File: src/logic/dacsg_pkg.sv
// Notes on behaviour
// - Keep-running bit keeps converter alive in standby while peripheral clock available
// - Otherwise standby halts, powers down converter, buffer
// - Standby exit re-enables; start-up delay before conversion
// - Power-down always disables converter and buffer
// - Control at 0x00, bits 7,6,0, reset zero
// - Pin buffer enable drives output to pin
// - Converter enable bit powers converter on
// - Data register at 0x01, eight bits, reset zero
// - Data write while enabled starts conversion
// - Disabled data write waits for enable write
// - Writing enable zero disables converter
// - Internal output available once converter running, not during start-up
package dacsg_pkg;

    // ------------------------------------------------------------
    // Register map
    // ------------------------------------------------------------
    localparam logic [1:0] CTRL_IDX      = 2'h0;
    localparam logic [1:0] VALUE_IDX     = 2'h1;
    localparam logic [1:0] SLEEP_IDX     = 2'h2;
    localparam logic [1:0] STATUS_IDX    = 2'h3;
    localparam logic [7:0] CTRL_RESET    = 8'h00;
    localparam logic [7:0] VALUE_RESET   = 8'h00;
    localparam int         KEEP_BIT      = 7;
    localparam int         PINBUF_BIT    = 6;
    localparam int         ENABLE_BIT    = 0;
    localparam logic [7:0] CTRL_MASK     = 8'hc1;

    // ------------------------------------------------------------
    // Sleep modes written by the power manager
    // ------------------------------------------------------------
    localparam logic [1:0] SLEEP_ACTIVE  = 2'h0;
    localparam logic [1:0] SLEEP_STANDBY = 2'h1;
    localparam logic [1:0] SLEEP_PDOWN   = 2'h2;

    // ------------------------------------------------------------
    // Timing
    // ------------------------------------------------------------
    localparam int CLK_MHZ       = 100;
    localparam int STARTUP_NS    = 1000;
    localparam int STARTUP_CYC   = (STARTUP_NS * CLK_MHZ + 999) / 1000;

    typedef enum logic [1:0] {
        DACSG_OFF     = 2'b00,
        DACSG_STARTUP = 2'b01,
        DACSG_RUN     = 2'b10,
        DACSG_HALTED  = 2'b11
    } dacsg_state_t;

endpackage

File: src/logic/dacsg_startup_timer.sv
`timescale 1ns/1ps
// Counts the analog start-up interval after a power-up request.
module dacsg_startup_timer #(
    parameter int CYCLES = dacsg_pkg::STARTUP_CYC
) (
    input  wire logic clk,
    input  wire logic sys_rst,
    input  wire logic ce,
    input  wire logic start,
    input  wire logic abort,
    output logic      done
);
    localparam int W = $clog2(CYCLES + 1);

    // Elaboration check: a zero-length interval cannot be counted
    if (CYCLES < 1) begin : g_bad_cycles
        $error("CYCLES must be at least one");
    end

    logic [W-1:0] cnt_r;
    logic [W-1:0] cnt_nxt;
    logic         done_r;
    logic         done_nxt;

    // ------------------------------------------------------------
    // Down counter
    // ------------------------------------------------------------
    always_comb begin
        cnt_nxt  = cnt_r;
        done_nxt = 1'b0;
        if (abort) begin
            cnt_nxt = '0;
        end else if (start) begin
            cnt_nxt = W'(CYCLES);
        end else if (cnt_r != '0) begin
            cnt_nxt  = cnt_r - 1'b1;
            done_nxt = (cnt_r == W'(1));
        end
    end

    // Registering only
    always_ff @(posedge clk) begin
        if (sys_rst) begin
            cnt_r  <= '0;
            done_r <= 1'b0;
        end else if (ce) begin
            cnt_r  <= cnt_nxt;
            done_r <= done_nxt;
        end
    end

    assign done = done_r;
endmodule // dacsg_startup_timer

File: src/logic/dacsg_top.sv
// Chosen here: the Wishbone register port.
`timescale 1ns/1ps
// Control logic of an 8-bit voltage-output converter with sleep gating.
module dacsg_top #(
    parameter int STARTUP_CYCLES = dacsg_pkg::STARTUP_CYC
) (
    input  wire logic       clk,
    input  wire logic       sys_rst,
    input  wire logic       ce,
    input  wire logic       clkPerAvail,
    input  wire logic       wb_cyc_i,
    input  wire logic       wb_stb_i,
    input  wire logic       wb_we_i,
    input  wire logic [3:0] wb_adr_i,
    input  wire logic [3:0] wb_sel_i,
    input  wire logic [31:0] wb_dat_i,
    output logic [31:0]     wb_dat_o,
    output logic            wb_ack_o,
    output logic            wb_err_o,
    output logic            convEnable,
    output logic            bufEnable,
    output logic            internalValid,
    output logic [7:0]      convLevel,
    output logic            convStart
);

    // ------------------------------------------------------------
    // State
    // ------------------------------------------------------------
    logic [7:0]          ctrl_r,   ctrl_nxt;
    logic [7:0]          value_r,  value_nxt;
    logic [1:0]          sleep_r,  sleep_nxt;
    logic                pend_r,   pend_nxt;
    dacsg_pkg::dacsg_state_t st_r, st_nxt;
    logic [31:0]         rdat_r,   rdat_nxt;
    logic                ack_r,    ack_nxt;
    logic                err_r,    err_nxt;
    logic                cen_r,    cen_nxt;
    logic                buf_r,    buf_nxt;
    logic                ival_r,   ival_nxt;
    logic [7:0]          lvl_r,    lvl_nxt;
    logic                start_r,  start_nxt;
    logic [2:0]          avSync_r;
    logic                avail_r,  avail_nxt;
    logic                tmrStart;
    logic                tmrAbort;
    logic                tmrDone;

    // Clock-available flag crosses from the clock controller: three stages;
    // a change is accepted only once the last two stages agree
    always_comb begin
        avail_nxt = avail_r;
        if (avSync_r[2] == avSync_r[1]) begin
            avail_nxt = avSync_r[2];
        end
    end

    always_ff @(posedge clk) begin
        if (sys_rst) begin
            avSync_r <= 3'h0;
            avail_r  <= 1'b0;
        end else if (ce) begin
            avSync_r <= {avSync_r[1:0], clkPerAvail};
            avail_r  <= avail_nxt;
        end
    end

    // Word-aligned hit on one register index; all inputs are arguments so
    // the continuous assignments below follow every bus signal
    function automatic logic reg_hit(input logic [3:0] adr, input logic [1:0] idx);
        reg_hit = (adr[3:2] == idx) && (adr[1:0] == 2'b00);
    endfunction

    logic reqValid;
    logic wrReq;
    logic wrCtrl;
    logic wrValue;
    logic wrSleep;
    logic runAllowed;
    logic [7:0] wd;
    assign reqValid = wb_cyc_i && wb_stb_i && !ack_r && !err_r;
    assign wd       = wb_dat_i[7:0];
    assign wrReq    = reqValid && wb_we_i && wb_sel_i[0];
    assign wrCtrl   = wrReq && reg_hit(wb_adr_i, dacsg_pkg::CTRL_IDX);
    assign wrValue  = wrReq && reg_hit(wb_adr_i, dacsg_pkg::VALUE_IDX);
    assign wrSleep  = wrReq && reg_hit(wb_adr_i, dacsg_pkg::SLEEP_IDX);

    // ------------------------------------------------------------
    // Bus slave: one-cycle ack, err on misaligned access only
    // ------------------------------------------------------------
    always_comb begin
        ctrl_nxt  = ctrl_r;
        value_nxt = value_r;
        sleep_nxt = sleep_r;
        rdat_nxt  = rdat_r;
        ack_nxt   = 1'b0;
        err_nxt   = 1'b0;
        if (reqValid) begin
            if (wb_adr_i[1:0] != 2'b00) begin
                err_nxt = 1'b1;
            end else begin
                ack_nxt = 1'b1;
                if (wrCtrl) ctrl_nxt = wd & dacsg_pkg::CTRL_MASK;
                if (wrValue) value_nxt = wd;
                if (wrSleep) sleep_nxt = wd[1:0];
                case (wb_adr_i[3:2])
                    dacsg_pkg::CTRL_IDX:   rdat_nxt = {24'h000000, ctrl_r};
                    dacsg_pkg::VALUE_IDX:  rdat_nxt = {24'h000000, value_r};
                    dacsg_pkg::SLEEP_IDX:  rdat_nxt = {30'h00000000, sleep_r};
                    dacsg_pkg::STATUS_IDX: rdat_nxt = {28'h0000000, pend_r, st_r, tmrDone};
                    default:               rdat_nxt = 32'h00000000;
                endcase
            end
        end
    end

    always_ff @(posedge clk) begin
        if (sys_rst) begin
            ctrl_r  <= dacsg_pkg::CTRL_RESET;
            value_r <= dacsg_pkg::VALUE_RESET;
            sleep_r <= dacsg_pkg::SLEEP_ACTIVE;
            rdat_r  <= 32'h00000000;
            ack_r   <= 1'b0;
            err_r   <= 1'b0;
        end else if (ce) begin
            ctrl_r  <= ctrl_nxt;
            value_r <= value_nxt;
            sleep_r <= sleep_nxt;
            rdat_r  <= rdat_nxt;
            ack_r   <= ack_nxt;
            err_r   <= err_nxt;
        end
    end

    // ------------------------------------------------------------
    // Power and conversion sequencing
    // ------------------------------------------------------------
    // keep running only with clock present; power-down wins
    assign runAllowed = ctrl_r[dacsg_pkg::ENABLE_BIT]
        && (sleep_r != dacsg_pkg::SLEEP_PDOWN)
        && ((sleep_r != dacsg_pkg::SLEEP_STANDBY)
            || (ctrl_r[dacsg_pkg::KEEP_BIT] && avail_r));

    always_comb begin
        st_nxt    = st_r;
        pend_nxt  = pend_r;
        lvl_nxt   = lvl_r;
        start_nxt = 1'b0;
        tmrStart  = 1'b0;
        tmrAbort  = 1'b0;
        // data written while off waits for enable
        if (wrValue) pend_nxt = 1'b1;
        case (st_r)
            dacsg_pkg::DACSG_OFF: begin
                if (runAllowed) begin
                    st_nxt   = dacsg_pkg::DACSG_RUN;
                    lvl_nxt  = value_nxt;
                    start_nxt = 1'b1;
                    pend_nxt = 1'b0;
                end
            end
            dacsg_pkg::DACSG_RUN: begin
                if (!ctrl_r[dacsg_pkg::ENABLE_BIT]) begin
                    st_nxt = dacsg_pkg::DACSG_OFF;
                end else if (!runAllowed) begin
                    st_nxt = dacsg_pkg::DACSG_HALTED;
                end else if (wrValue) begin
                    lvl_nxt   = wd;
                    start_nxt = 1'b1;
                    pend_nxt  = 1'b0;
                end
            end
            dacsg_pkg::DACSG_HALTED: begin
                // wake: power up then wait start-up
                if (!ctrl_r[dacsg_pkg::ENABLE_BIT]) begin
                    st_nxt = dacsg_pkg::DACSG_OFF;
                end else if (runAllowed) begin
                    st_nxt   = dacsg_pkg::DACSG_STARTUP;
                    tmrStart = 1'b1;
                end
            end
            dacsg_pkg::DACSG_STARTUP: begin
                if (!runAllowed) begin
                    tmrAbort = 1'b1;
                    st_nxt   = ctrl_r[dacsg_pkg::ENABLE_BIT] ? dacsg_pkg::DACSG_HALTED : dacsg_pkg::DACSG_OFF;
                end else if (tmrDone) begin
                    st_nxt    = dacsg_pkg::DACSG_RUN;
                    lvl_nxt   = value_nxt;
                    start_nxt = 1'b1;
                    pend_nxt  = 1'b0;
                end
            end
            default: st_nxt = dacsg_pkg::DACSG_OFF;
        endcase
    end

    // Output enables: converter on in startup/run; buffer only when pin enable set
    always_comb begin
        cen_nxt  = (st_nxt == dacsg_pkg::DACSG_RUN) || (st_nxt == dacsg_pkg::DACSG_STARTUP);
        buf_nxt  = cen_nxt && ctrl_nxt[dacsg_pkg::PINBUF_BIT];
        ival_nxt = (st_nxt == dacsg_pkg::DACSG_RUN);
    end

    always_ff @(posedge clk) begin
        if (sys_rst) begin
            st_r    <= dacsg_pkg::DACSG_OFF;
            pend_r  <= 1'b0;
            lvl_r   <= dacsg_pkg::VALUE_RESET;
            start_r <= 1'b0;
            cen_r   <= 1'b0;
            buf_r   <= 1'b0;
            ival_r  <= 1'b0;
        end else if (ce) begin
            st_r    <= st_nxt;
            pend_r  <= pend_nxt;
            lvl_r   <= lvl_nxt;
            start_r <= start_nxt;
            cen_r   <= cen_nxt;
            buf_r   <= buf_nxt;
            ival_r  <= ival_nxt;
        end
    end

    dacsg_startup_timer #(
        .CYCLES (STARTUP_CYCLES)
    ) u_timer (
        .clk     (clk),
        .sys_rst (sys_rst),
        .ce      (ce),
        .start   (tmrStart),
        .abort   (tmrAbort),
        .done    (tmrDone)
    );

    assign wb_dat_o      = rdat_r;
    assign wb_ack_o      = ack_r;
    assign wb_err_o      = err_r;
    assign convEnable    = cen_r;
    assign bufEnable     = buf_r;
    assign internalValid = ival_r;
    assign convLevel     = lvl_r;
    assign convStart     = start_r;
endmodule // dacsg_top

File: config.mk
export PLATFORM = sky130hd
export DESIGN_NAME = dacsg_top
export DESIGN_NICKNAME = d
export VERILOG_FILES = /design/src/logic/dacsg_pkg.sv /design/src/logic/dacsg_startup_timer.sv /design/src/logic/dacsg_top.sv
export SDC_FILE = /design/constraint.sdc
export NUM_CORES = 1
export LEC_CHECK = 0
export BUFFER_PORTS_ARGS = -buffer_cell sky130_fd_sc_hd__buf_2
export CELL_PAD_IN_SITES_DETAIL_PLACEMENT = 1
export CELL_PAD_IN_SITES_GLOBAL_PLACEMENT = 2
export CORE_UTILIZATION = 28
export DETAILED_ROUTE_END_ITERATION = 6
export GPL_TIMING_DRIVEN = 0
export PLACE_DENSITY_LB_ADDON = 0.25
export RECOVER_POWER = 100
export SYNTH_ARGS = -nofsm -noshare
export SYNTH_HDL_FRONTEND = slang
export SYNTH_SLANG_ARGS = --single-unit
File: constraint.sdc
create_clock -name clk -period 2.4 [get_ports clk]
set_clock_uncertainty 0.15 [all_clocks]
set_input_delay 0.12 -clock clk [delete_from_list [all_inputs] [get_ports clk]]
set_output_delay 0.12 -clock clk [all_outputs]
set_load 0.01 [all_outputs]
==> results of run 1 <==
## layer usage
| layer | vias up | wire, um | track usage |
|---|---|---|---|
| met2 | 40 | 3320 | 0.259 |
| met4 | 0 | 42 | 0.0350 |
| met3 | 2 | 253 | 0.0308 |
| met5 | - | 0 | 0 |
| met1 | 1081 | 3560 | 0.206 |
| li1 | 1158 | - | - |
## layout make-up
cell class,instances,area share
multi-input combinational,223,0.438
sequential,50,0.315
clock inverter,3,0.00787
tap,108,0.0425
clock buffer,5,0.0216
timing repair buffer,50,0.0846
buffer,41,0.0826
inverter,6,0.00708
## final timing paths
| kind | from | end | slack (ns) | depth (start not counted) |
|---|---|---|---|---|
| max | ctrl_r[0] | bufEnable | 0.17 | 6 |
| min | sys_rst | u_timer.cnt_r[3] | 0.07 | 3 |
| max reg2reg | ctrl_r[0] | bufEnable | 0.17 | 6 |
| min reg2reg | wb_dat_o[4] | wb_dat_o[4] | 0.31 | 2 |
## flip-flops by register name, indices dropped and copies added, names as in the netlist, 2 cells and up
name,count
value_r,8
u_timer.cnt_r,7
sleep_r,2
avSync_r,3
ctrl_r,3
convLevel,8
st_r,2
wb_dat_o,8
## cell usage after synthesis (2+ instances only)
| master | count |
|---|---|
| nand3_1 | 10 |
| o21ai_1 | 3 |
| mux2i_1 | 21 |
| nand2b_1 | 2 |
| a21oi_1 | 33 |
| a21o_1 | 3 |
| buf_2 | 2 |
| dfxtp_1 | 50 |
| nor2_1 | 22 |
| ha_1 | 4 |
| o21ai_0 | 12 |
| buf_4 | 26 |
| and3_1 | 5 |
| nor2b_1 | 2 |
| xnor2_1 | 2 |
| nor3_1 | 6 |
| mux2_2 | 3 |
| a31oi_1 | 3 |
| a21boi_1 | 2 |
| or4_1 | 2 |
| clkbuf_1 | 12 |
| nand2_1 | 31 |
| inv_1 | 6 |
| a211oi_2 | 2 |
| and2_1 | 4 |
| or3_1 | 4 |
## tightest hold or removal path, stage by stage
cell and delay [ns]:
clkbuf_1 0.13, a31oi_1 0.11, a21boi_0 0.13
## stage by stage
stage                     hold WS, ns  worst slack [ns]  cells
after floorplan                 0.110             0.280    320
after global placement          0.223           -0.0659    467
after detailed placement        0.240           -0.0859    467
after CTS                      0.0195            0.0361    486
after global routing            0.101           0.00117    486
final                          0.0661             0.169    486
## kinds of logic (layout without fill, tap and decap cells)
| logic type | Yosys count | in the layout | share of synthesized area |
|---|---|---|---|
| multiplexers | 25 | 25 | 0.105 |
| AO/OA/AOI/OAI | 74 | 74 | 0.191 |
| AND/OR/NAND/NOR | 94 | 94 | 0.178 |
| buffers and inverters | 47 | 105 | 0.110 |
| other | 1 | 24 | 0.00145 |
| adder cells (fa/ha/maj) | 4 | 4 | 0.0194 |
| XOR/XNOR | 2 | 2 | 0.00679 |
| flip-flops | 50 | 50 | 0.388 |
## power by group
part | internal [mW] | total (mW) | switching (mW)
sequential | 0.888 | 0.942 | 0.0537
clock | 0.211 | 0.530 | 0.319
combinational | 0.270 | 0.583 | 0.313
## what timing repair did
action / 4_1_cts / 5_1_grt
buffers inserted: 1 / 0
hold buffers: 10 / 0
hold endpoints to repair: 19 / 0
gates resized for setup: 1 / 5
pin swaps: 1 / 1
endpoints found under the setup margin: 1 / 7
==> qor.yml, run 1 <==
status: "finished with violations"
failed_checks: "DRC"
synth_ff_type: "dfxtp_1"
yosysUniqueCellTypes: 51
cts_tree: "built"
setup_tns_ns: 0
crit_chain: "inv_1 > a211o_2 > or3_1 > nand2_1 > ha_1 > o41ai_1"
p_total_mw: 2.05
yosys.area.top_type: "dfxtp_1"
die_area_mm2: 0.00961
drc: 6
wirelength_um: 7180
ys_ff_latch: 50
die_h_um: 98.0
critPathBufInv: 1
synth_area_per_cell_um2: 8.69
globalplace.congestion: 0.737
vias: 2281
slew_viol_final: 0
area_growth_pct: 23.2
path_max_fanout: 6
post-dp-hpwl_um: 5330
final_common_cell: "dfxtp_1"
num_rows: 34
floorplan.initialDensity: 0.293
die_x_um: 98.0
syn_area_mm2: 0.00258
peakVddDrop_v: 0.000256
p_per_area_mw_per_mm2: 646
clkSinkCount: 50
synth-edff-count: 0
nNetsFinal: 428
n_antenna_cell: 0
finish.utilization: 0.361
max_freq_mhz: 448
tightestPinTransition_ns: 0.726
finalInstanceArea_mm2: 0.00318
finalCritPeriodShare: 0.930
maxCapViolCount: 0
hold_class: "in -> reg"
finalHoldViolCount: 0
htree_levels: 2
cp_slowest_stage_delay_ns: 0.46
post_dp_cell_area_mm2: 0.00300
cts_root_buffer: "clkbuf_8"
most-common-layout-cells: "dfxtp_1 (49), clkbuf_1 (36), a21oi_1 (32), nand2_1 (31), buf_4 (26)"
synth_seq_area_share: 0.388
drtIter0Drc: 66
cp_top_family: "compound AO/OA/AOI/OAI gates"
final-seq-area_mm2: 0.00100
wl_per_cell_um: 14.8
viasPerCell: 4.69
multi_input_area_mm2: 0.00139
yosysWarnings: 0
cpMaxStageDelayCell: "dfxtp_1"
io_buffer_count: 39
grt_max_degree: 18
setup_viol: 0
track_usage: 0.155
ant_nets: 0
detail_route.first_pass.iterations: 6
grt_pass1_vias: 2285
ys_top_cells_by_area: "dfxtp_1 (39%), mux2i_1 (8.1%), buf_4 (7.6%)"
post-route-min-period_ns: 2.23
ios: 93
nFillCells: 1083
grt_overflow_total: 0
clk-insertion-delay-late_ns: 0.31
startpoint_type: "flop"
end_kind: "flop"
rsz0062_at_grt: "no"
leakage_nw: 1.32
clk_pin_slew_ns: 0.10
cts_buffers: 5
path_class: "reg -> reg"
synth_top_area_frac: 0.388
relSlewSlack: 0.516
clock_path_buffers: 2
ys_async_sr_fraction: 0
cp_data_required_time_ns: 2.45
synthCells: 297
cp.arrival_ns: 2.28
grt_first_pass_wirelength_um: 11700
antenna_found_initial: 0
coreArea_mm2: 0.00881
layout-drive-gt1-share: 0.180
No activity file was read; power rests on OpenSTA's default activity.
==> inputs of run 2 (changes only) <==
--- a/config.mk
+++ b/config.mk
@@ -6,8 +6,9 @@
 export NUM_CORES = 1
 export LEC_CHECK = 0
+export ABC_AREA = 1
 export BUFFER_PORTS_ARGS = -buffer_cell sky130_fd_sc_hd__buf_2
 export CELL_PAD_IN_SITES_DETAIL_PLACEMENT = 1
 export CELL_PAD_IN_SITES_GLOBAL_PLACEMENT = 2
-export CORE_UTILIZATION = 28
+export CORE_UTILIZATION = 26
 export DETAILED_ROUTE_END_ITERATION = 6
 export GPL_TIMING_DRIVEN = 0
==> constraint.sdc (replaced) <==
create_clock -name clk -period 2.4 [get_ports clk]
set_clock_uncertainty 0.15 [all_clocks]
set_input_delay 0.24 -clock clk [delete_from_list [all_inputs] [get_ports clk]]
set_output_delay 0.24 -clock clk [all_outputs]
set_load 0.01 [all_outputs]
==> run 2 against run 1 <==
The run now ends clean; worst setup slack improved by 0.12 ns; wire length increased by 11%; design area grew 3.3%; utilization decreased by 4.2 points; global-route usage decreased by 0.53 points.
==> qor.yml, run 2 <==
die_h_um: 105
ys_ff_latch: 50
cts_hold_buf: 0
antenna_found_initial: 0
ys_top_cells_by_count: "nand2_1 (77), nor2_1 (59), dfxtp_1 (50), inv_1 (48), a21oi_1 (33)"
coreArea_mm2: 0.0103
cts_root_buffer: "clkbuf_8"
yosys.area.top_type: "dfxtp_1"
grt_first_pass_wirelength_um: 13000
synth_seq_area_share: 0.366
post-cts-setup-buffer-count: 0
ys_top_cells_by_area: "dfxtp_1 (37%), nand2_1 (11%), nor2_1 (8.1%)"
max_freq_mhz: 473
final_common_cell: "nand2_1"
nFillCells: 1379
n_antenna_cell: 0
path_class: "reg -> reg"
clkSinkCount: 50
most-common-layout-cells: "nand2_1 (79), nor2_1 (61), dfxtp_1 (50), inv_1 (49), a21oi_1 (33)"
clk_pin_slew_ns: 0.10
yosysUniqueCellTypes: 31
grt_overflow_total: 0
cts_tree: "built"
cts_buffers: 5
grt_max_degree: 16
hold_class: "in -> reg"
detail_route.first_pass.iterations: 4
setup_tns_ns: 0
drc: 0
ctsResizeCount: 0
floorplan.initialDensity: 0.266
synth_ff_type: "dfxtp_1"
wl_per_cell_um: 12.9
status: "completed"
die_x_um: 105
slew_viol_final: 0
nNetsFinal: 529
ant_nets: 0
post-dp-hpwl_um: 6210
setup_viol: 0
yosysWarnings: 0
grt_pass1_vias: 2539
globalplace.congestion: 0.751
synth_top_area_frac: 0.366
vias: 2675
area_growth_pct: 19.9
die_area_mm2: 0.0109
num_rows: 37
finalHoldViolCount: 0
end_kind: "flop"
rsz0062_at_grt: "no"
drtIter0Drc: 65
ios: 93
relSlewSlack: 0.554
post-route-min-period_ns: 2.11
p_per_area_mw_per_mm2: 685
viasPerCell: 4.35
cp_data_required_time_ns: 2.49
cp.arrival_ns: 2.21
peakVddDrop_v: 0.000262
synth-edff-count: 0
synth_area_per_cell_um2: 6.71
maxCapViolCount: 0
finalCritPeriodShare: 0.881
clock_path_buffers: 2
io_buffer_count: 40
tightestPinTransition_ns: 0.669
htree_levels: 2
track_usage: 0.150
startpoint_type: "flop"
leakage_nw: 1.56
wirelength_um: 7930
synthCells: 408
syn_area_mm2: 0.00274
ys_async_sr_fraction: 0
clk-insertion-delay-late_ns: 0.31
layout-drive-gt1-share: 0.154
p_total_mw: 2.25
synth.most_common_cell: "nand2_1"
path_max_fanout: 5
run 2: through the flow:
step	worst slack [ns]	hold slack [ns]	instances	cell area (um^2)	util
6_report	0.286	0.00938	615	3280	0.319
5_1_grt	0.0592	0.0273	615	3280	0.319
4_1_cts	0.265	0.0125	615	3340	0.325
3_5_place_dp	0.273	0.310	607	3190	0.311
3_3_place_gp	0.328	0.305	607	3190	0.311
2_1_floorplan	0.603	0.225	431	2820	-
run 2: final cells by class:
cell class	instances	area (um^2)	share of cell area
plain buffers	35	235	0.0716
clock buffers	6	82.6	0.0252
clock inverters	2	60.1	0.0183
inverters	58	219	0.0667
multi-input cells	288	1340	0.409
flip-flops and latches	50	1000	0.305
well taps	136	170	0.0518
repair buffers	40	173	0.0526
run 2: report_power, final:
group | internal, mW | switching, mW
sequential | 0.881 | 0.0469
clock | 0.445 | 0.301
combinational | 0.208 | 0.365
total | 1.53 | 0.713
run 2: logic make-up after synthesis:
kind of cell | share of synthesized area
simple gates | 0.292
buf+inv | 0.166
compound gates | 0.153
flops | 0.366
fa+ha+maj | 0.0183
xor+xnor | 0.00320
other cells | 0.00137
run 2: path summary, 6_finish.rpt:
check | startpoint | slack [ns] | endpoint | cells after the start
setup reg to reg | ctrl_r[0] | 0.29 | bufEnable | 9
hold reg to reg | bufEnable | 0.33 | bufEnable | 2
setup / recovery | ctrl_r[0] | 0.29 | bufEnable | 9
hold / removal | clkPerAvail | 0.009 | avSync_r[0] | 3
run 2: critical path: stages, from the launching register on:
cell and delay (ns):
dfxtp_1 0.45, inv_1 0.15, a21oi_4 0.17, nand2_4 0.09, o21ai_0 0.22, and2_0 0.18
ha_1 0.24, nor2_1 0.18, nand3_1 0.10, a21oi_1 0.12
run 2: per-layer routing:
| metal | share of wire | track usage |
|---|---|---|
| met1 | 0.49 | 0.198 |
| met2 | 0.47 | 0.260 |
| met3 | 0.035 | 0.0218 |
| met4 | 0.0081 | 0.0302 |
| met5 | 0 | 0 |
==> inputs of run 3 (changes only) <==
MAX_ROUTING_LAYER = met4   (was default)
==> run 3 against run 2 <==
Combinational power barely moved; non-clock buffer count stayed put; cell count is the same; utilization is the same; critical endpoint unchanged; largest cell class unchanged; highest routed layer unchanged.
==> qor.yml, run 3 (synthesis gave the netlist of run 2 again) <==
slew_viol_final: 0
most-common-layout-cells: "nand2_1 (79), nor2_1 (61), dfxtp_1 (50), inv_1 (49), a21oi_1 (33)"
htree_levels: 2
r2r_cells: 9
drtIter0Drc: 60
die_x_um: 105
crit_cells: 9
grt_first_pass_wirelength_um: 13000
wl_per_cell_um: 12.9
r2r-start: "ctrl_r[0]"
clk_pin_slew_ns: 0.10
vias: 2674
track_usage: 0.154
min_path_cells: 3
finish.utilization: 0.319
cts_root_buffer: "clkbuf_8"
num_rows: 37
swShare: 0.318
status: "completed"
cts_tree: "built"
ios: 93
n_antenna_cell: 0
critPathBufInv: 1
drc: 0
final_common_cell: "nand2_1"
hold_start: "clkPerAvail"
p_total_mw: 2.25
worstReg2RegEnd: "bufEnable"
post-cts-setup-buffer-count: 0
p_comb_frac: 0.255
area_growth_pct: 19.9
startpoint_type: "flop"
crit_chain: "inv_1 > a21oi_4 > nand2_4 > o21ai_0 > and2_0 > ha_1 > nor2_1 > nand3_1 > a21oi_1"
grt_max_degree: 16
power.net_switching_mw: 0.714
pre_cts_slack_ns: 0.273
clockPowerShare: 0.332
cp_data_required_time_ns: 2.50
nNetsFinal: 529
endpoint: "bufEnable"
cts_hold_buf: 0
antenna_found_initial: 0
cpMaxStageDelayCell: "dfxtp_1"
cts_buffers: 5
p_per_area_mw_per_mm2: 685
hold_class: "in -> reg"
peakVddDrop_v: 0.000262
floorplan.initialDensity: 0.266
cp_slowest_stage_delay_ns: 0.44
viasPerCell: 4.35
maxCapViolCount: 0
ctsResizeCount: 0
relSlewSlack: 0.554
coreArea_mm2: 0.0103
post-dp-hpwl_um: 6210
finalHoldViolCount: 0
die_area_mm2: 0.0109
path_class: "reg -> reg"
setup_tns_ns: 0
path_max_fanout: 5
setup_viol: 0
grt_pass1_vias: 2535
layout-drive-gt1-share: 0.154
io_buffer_count: 40
max_freq_mhz: 474
clk-insertion-delay-late_ns: 0.31
end_kind: "flop"
detail_route.first_pass.iterations: 4
wirelength_um: 7940
globalplace.congestion: 0.760
layout_setup_ws_ns: 0.291
finalCritPeriodShare: 0.879
clock_path_buffers: 2
post-route-min-period_ns: 2.11
tightestPinTransition_ns: 0.669
seqPwrFrac: 0.413
p_int_mw: 1.53
critPathLaunch: "ctrl_r[0]"
die_h_um: 105
clkSinkCount: 50
reg2reg_slack_ns: 0.29
cp.arrival_ns: 2.20
rsz0062_at_grt: "no"
leakage_nw: 1.56
ant_nets: 0
grt_overflow_total: 0
cp_top_family: "simple AND/OR/NAND/NOR gates"
==> run 3: how the worst min path moves through the flow <==
stage | to | slack, ns
4_1_cts | avSync_r[0] | 0.01
6_report | avSync_r[0] | 0.009
3_5_place_dp | wb_dat_o[5] | 0.31
5_1_grt | avSync_r[0] | 0.03
2_1_floorplan | avSync_r[0] | 0.22
3_3_place_gp | convEnable | 0.30
==> run 3: worst min-delay path: stages <==
cell and delay (ns):
buf_2 0.08, nor2_1 0.03, nor2_1 0.08
==> run 3: power by group through the flow <==
| stage | clock network [mW] | registers (mW) | logic, mW |
|---|---|---|---|
| 4_1_cts | 0.773 | 0.929 | 0.590 |
| 3_5_place_dp | 0 | 0.948 | 0.586 |
| 2_1_floorplan | 0 | 0.936 | 0.449 |
| 6_report | 0.747 | 0.928 | 0.573 |
| 3_3_place_gp | 0 | 0.947 | 0.574 |
| 5_1_grt | 0.804 | 0.936 | 0.682 |
==> run 3: cell type report <==
cell class / count / area, um^2
fillers: 1379 / 6990
multi-input cells: 288 / 1340
flip-flops and latches: 50 / 1000
plain buffers: 35 / 235
inverters: 58 / 219
repair buffers: 40 / 173
well taps: 136 / 170
clock buffers: 6 / 82.6
clock inverters: 2 / 60.1
==> run 3: metal layers <==
layer / global-route usage / vias to the layer above / part of all wire / wire, um
met3: 0.0206 / 8 / 0.033 / 264
met4: 0.0302 / 0 / 0.0079 / 63
li1: - / 1383 / - / -
met1: 0.199 / 1241 / 0.49 / 3910
met2: 0.260 / 42 / 0.47 / 3700
met5: - / - / 0 / 0
==> run 3: per-stage QoR <==
| stage | hold slack (ns) | instances | area, um^2 |
|---|---|---|---|
| after floorplan | 0.225 | 431 | 2820 |
| after global placement | 0.305 | 607 | 3190 |
| after detailed placement | 0.310 | 607 | 3190 |
| after CTS | 0.0125 | 615 | 3340 |
| after global routing | 0.0273 | 615 | 3280 |
| final | 0.00946 | 615 | 3280 |
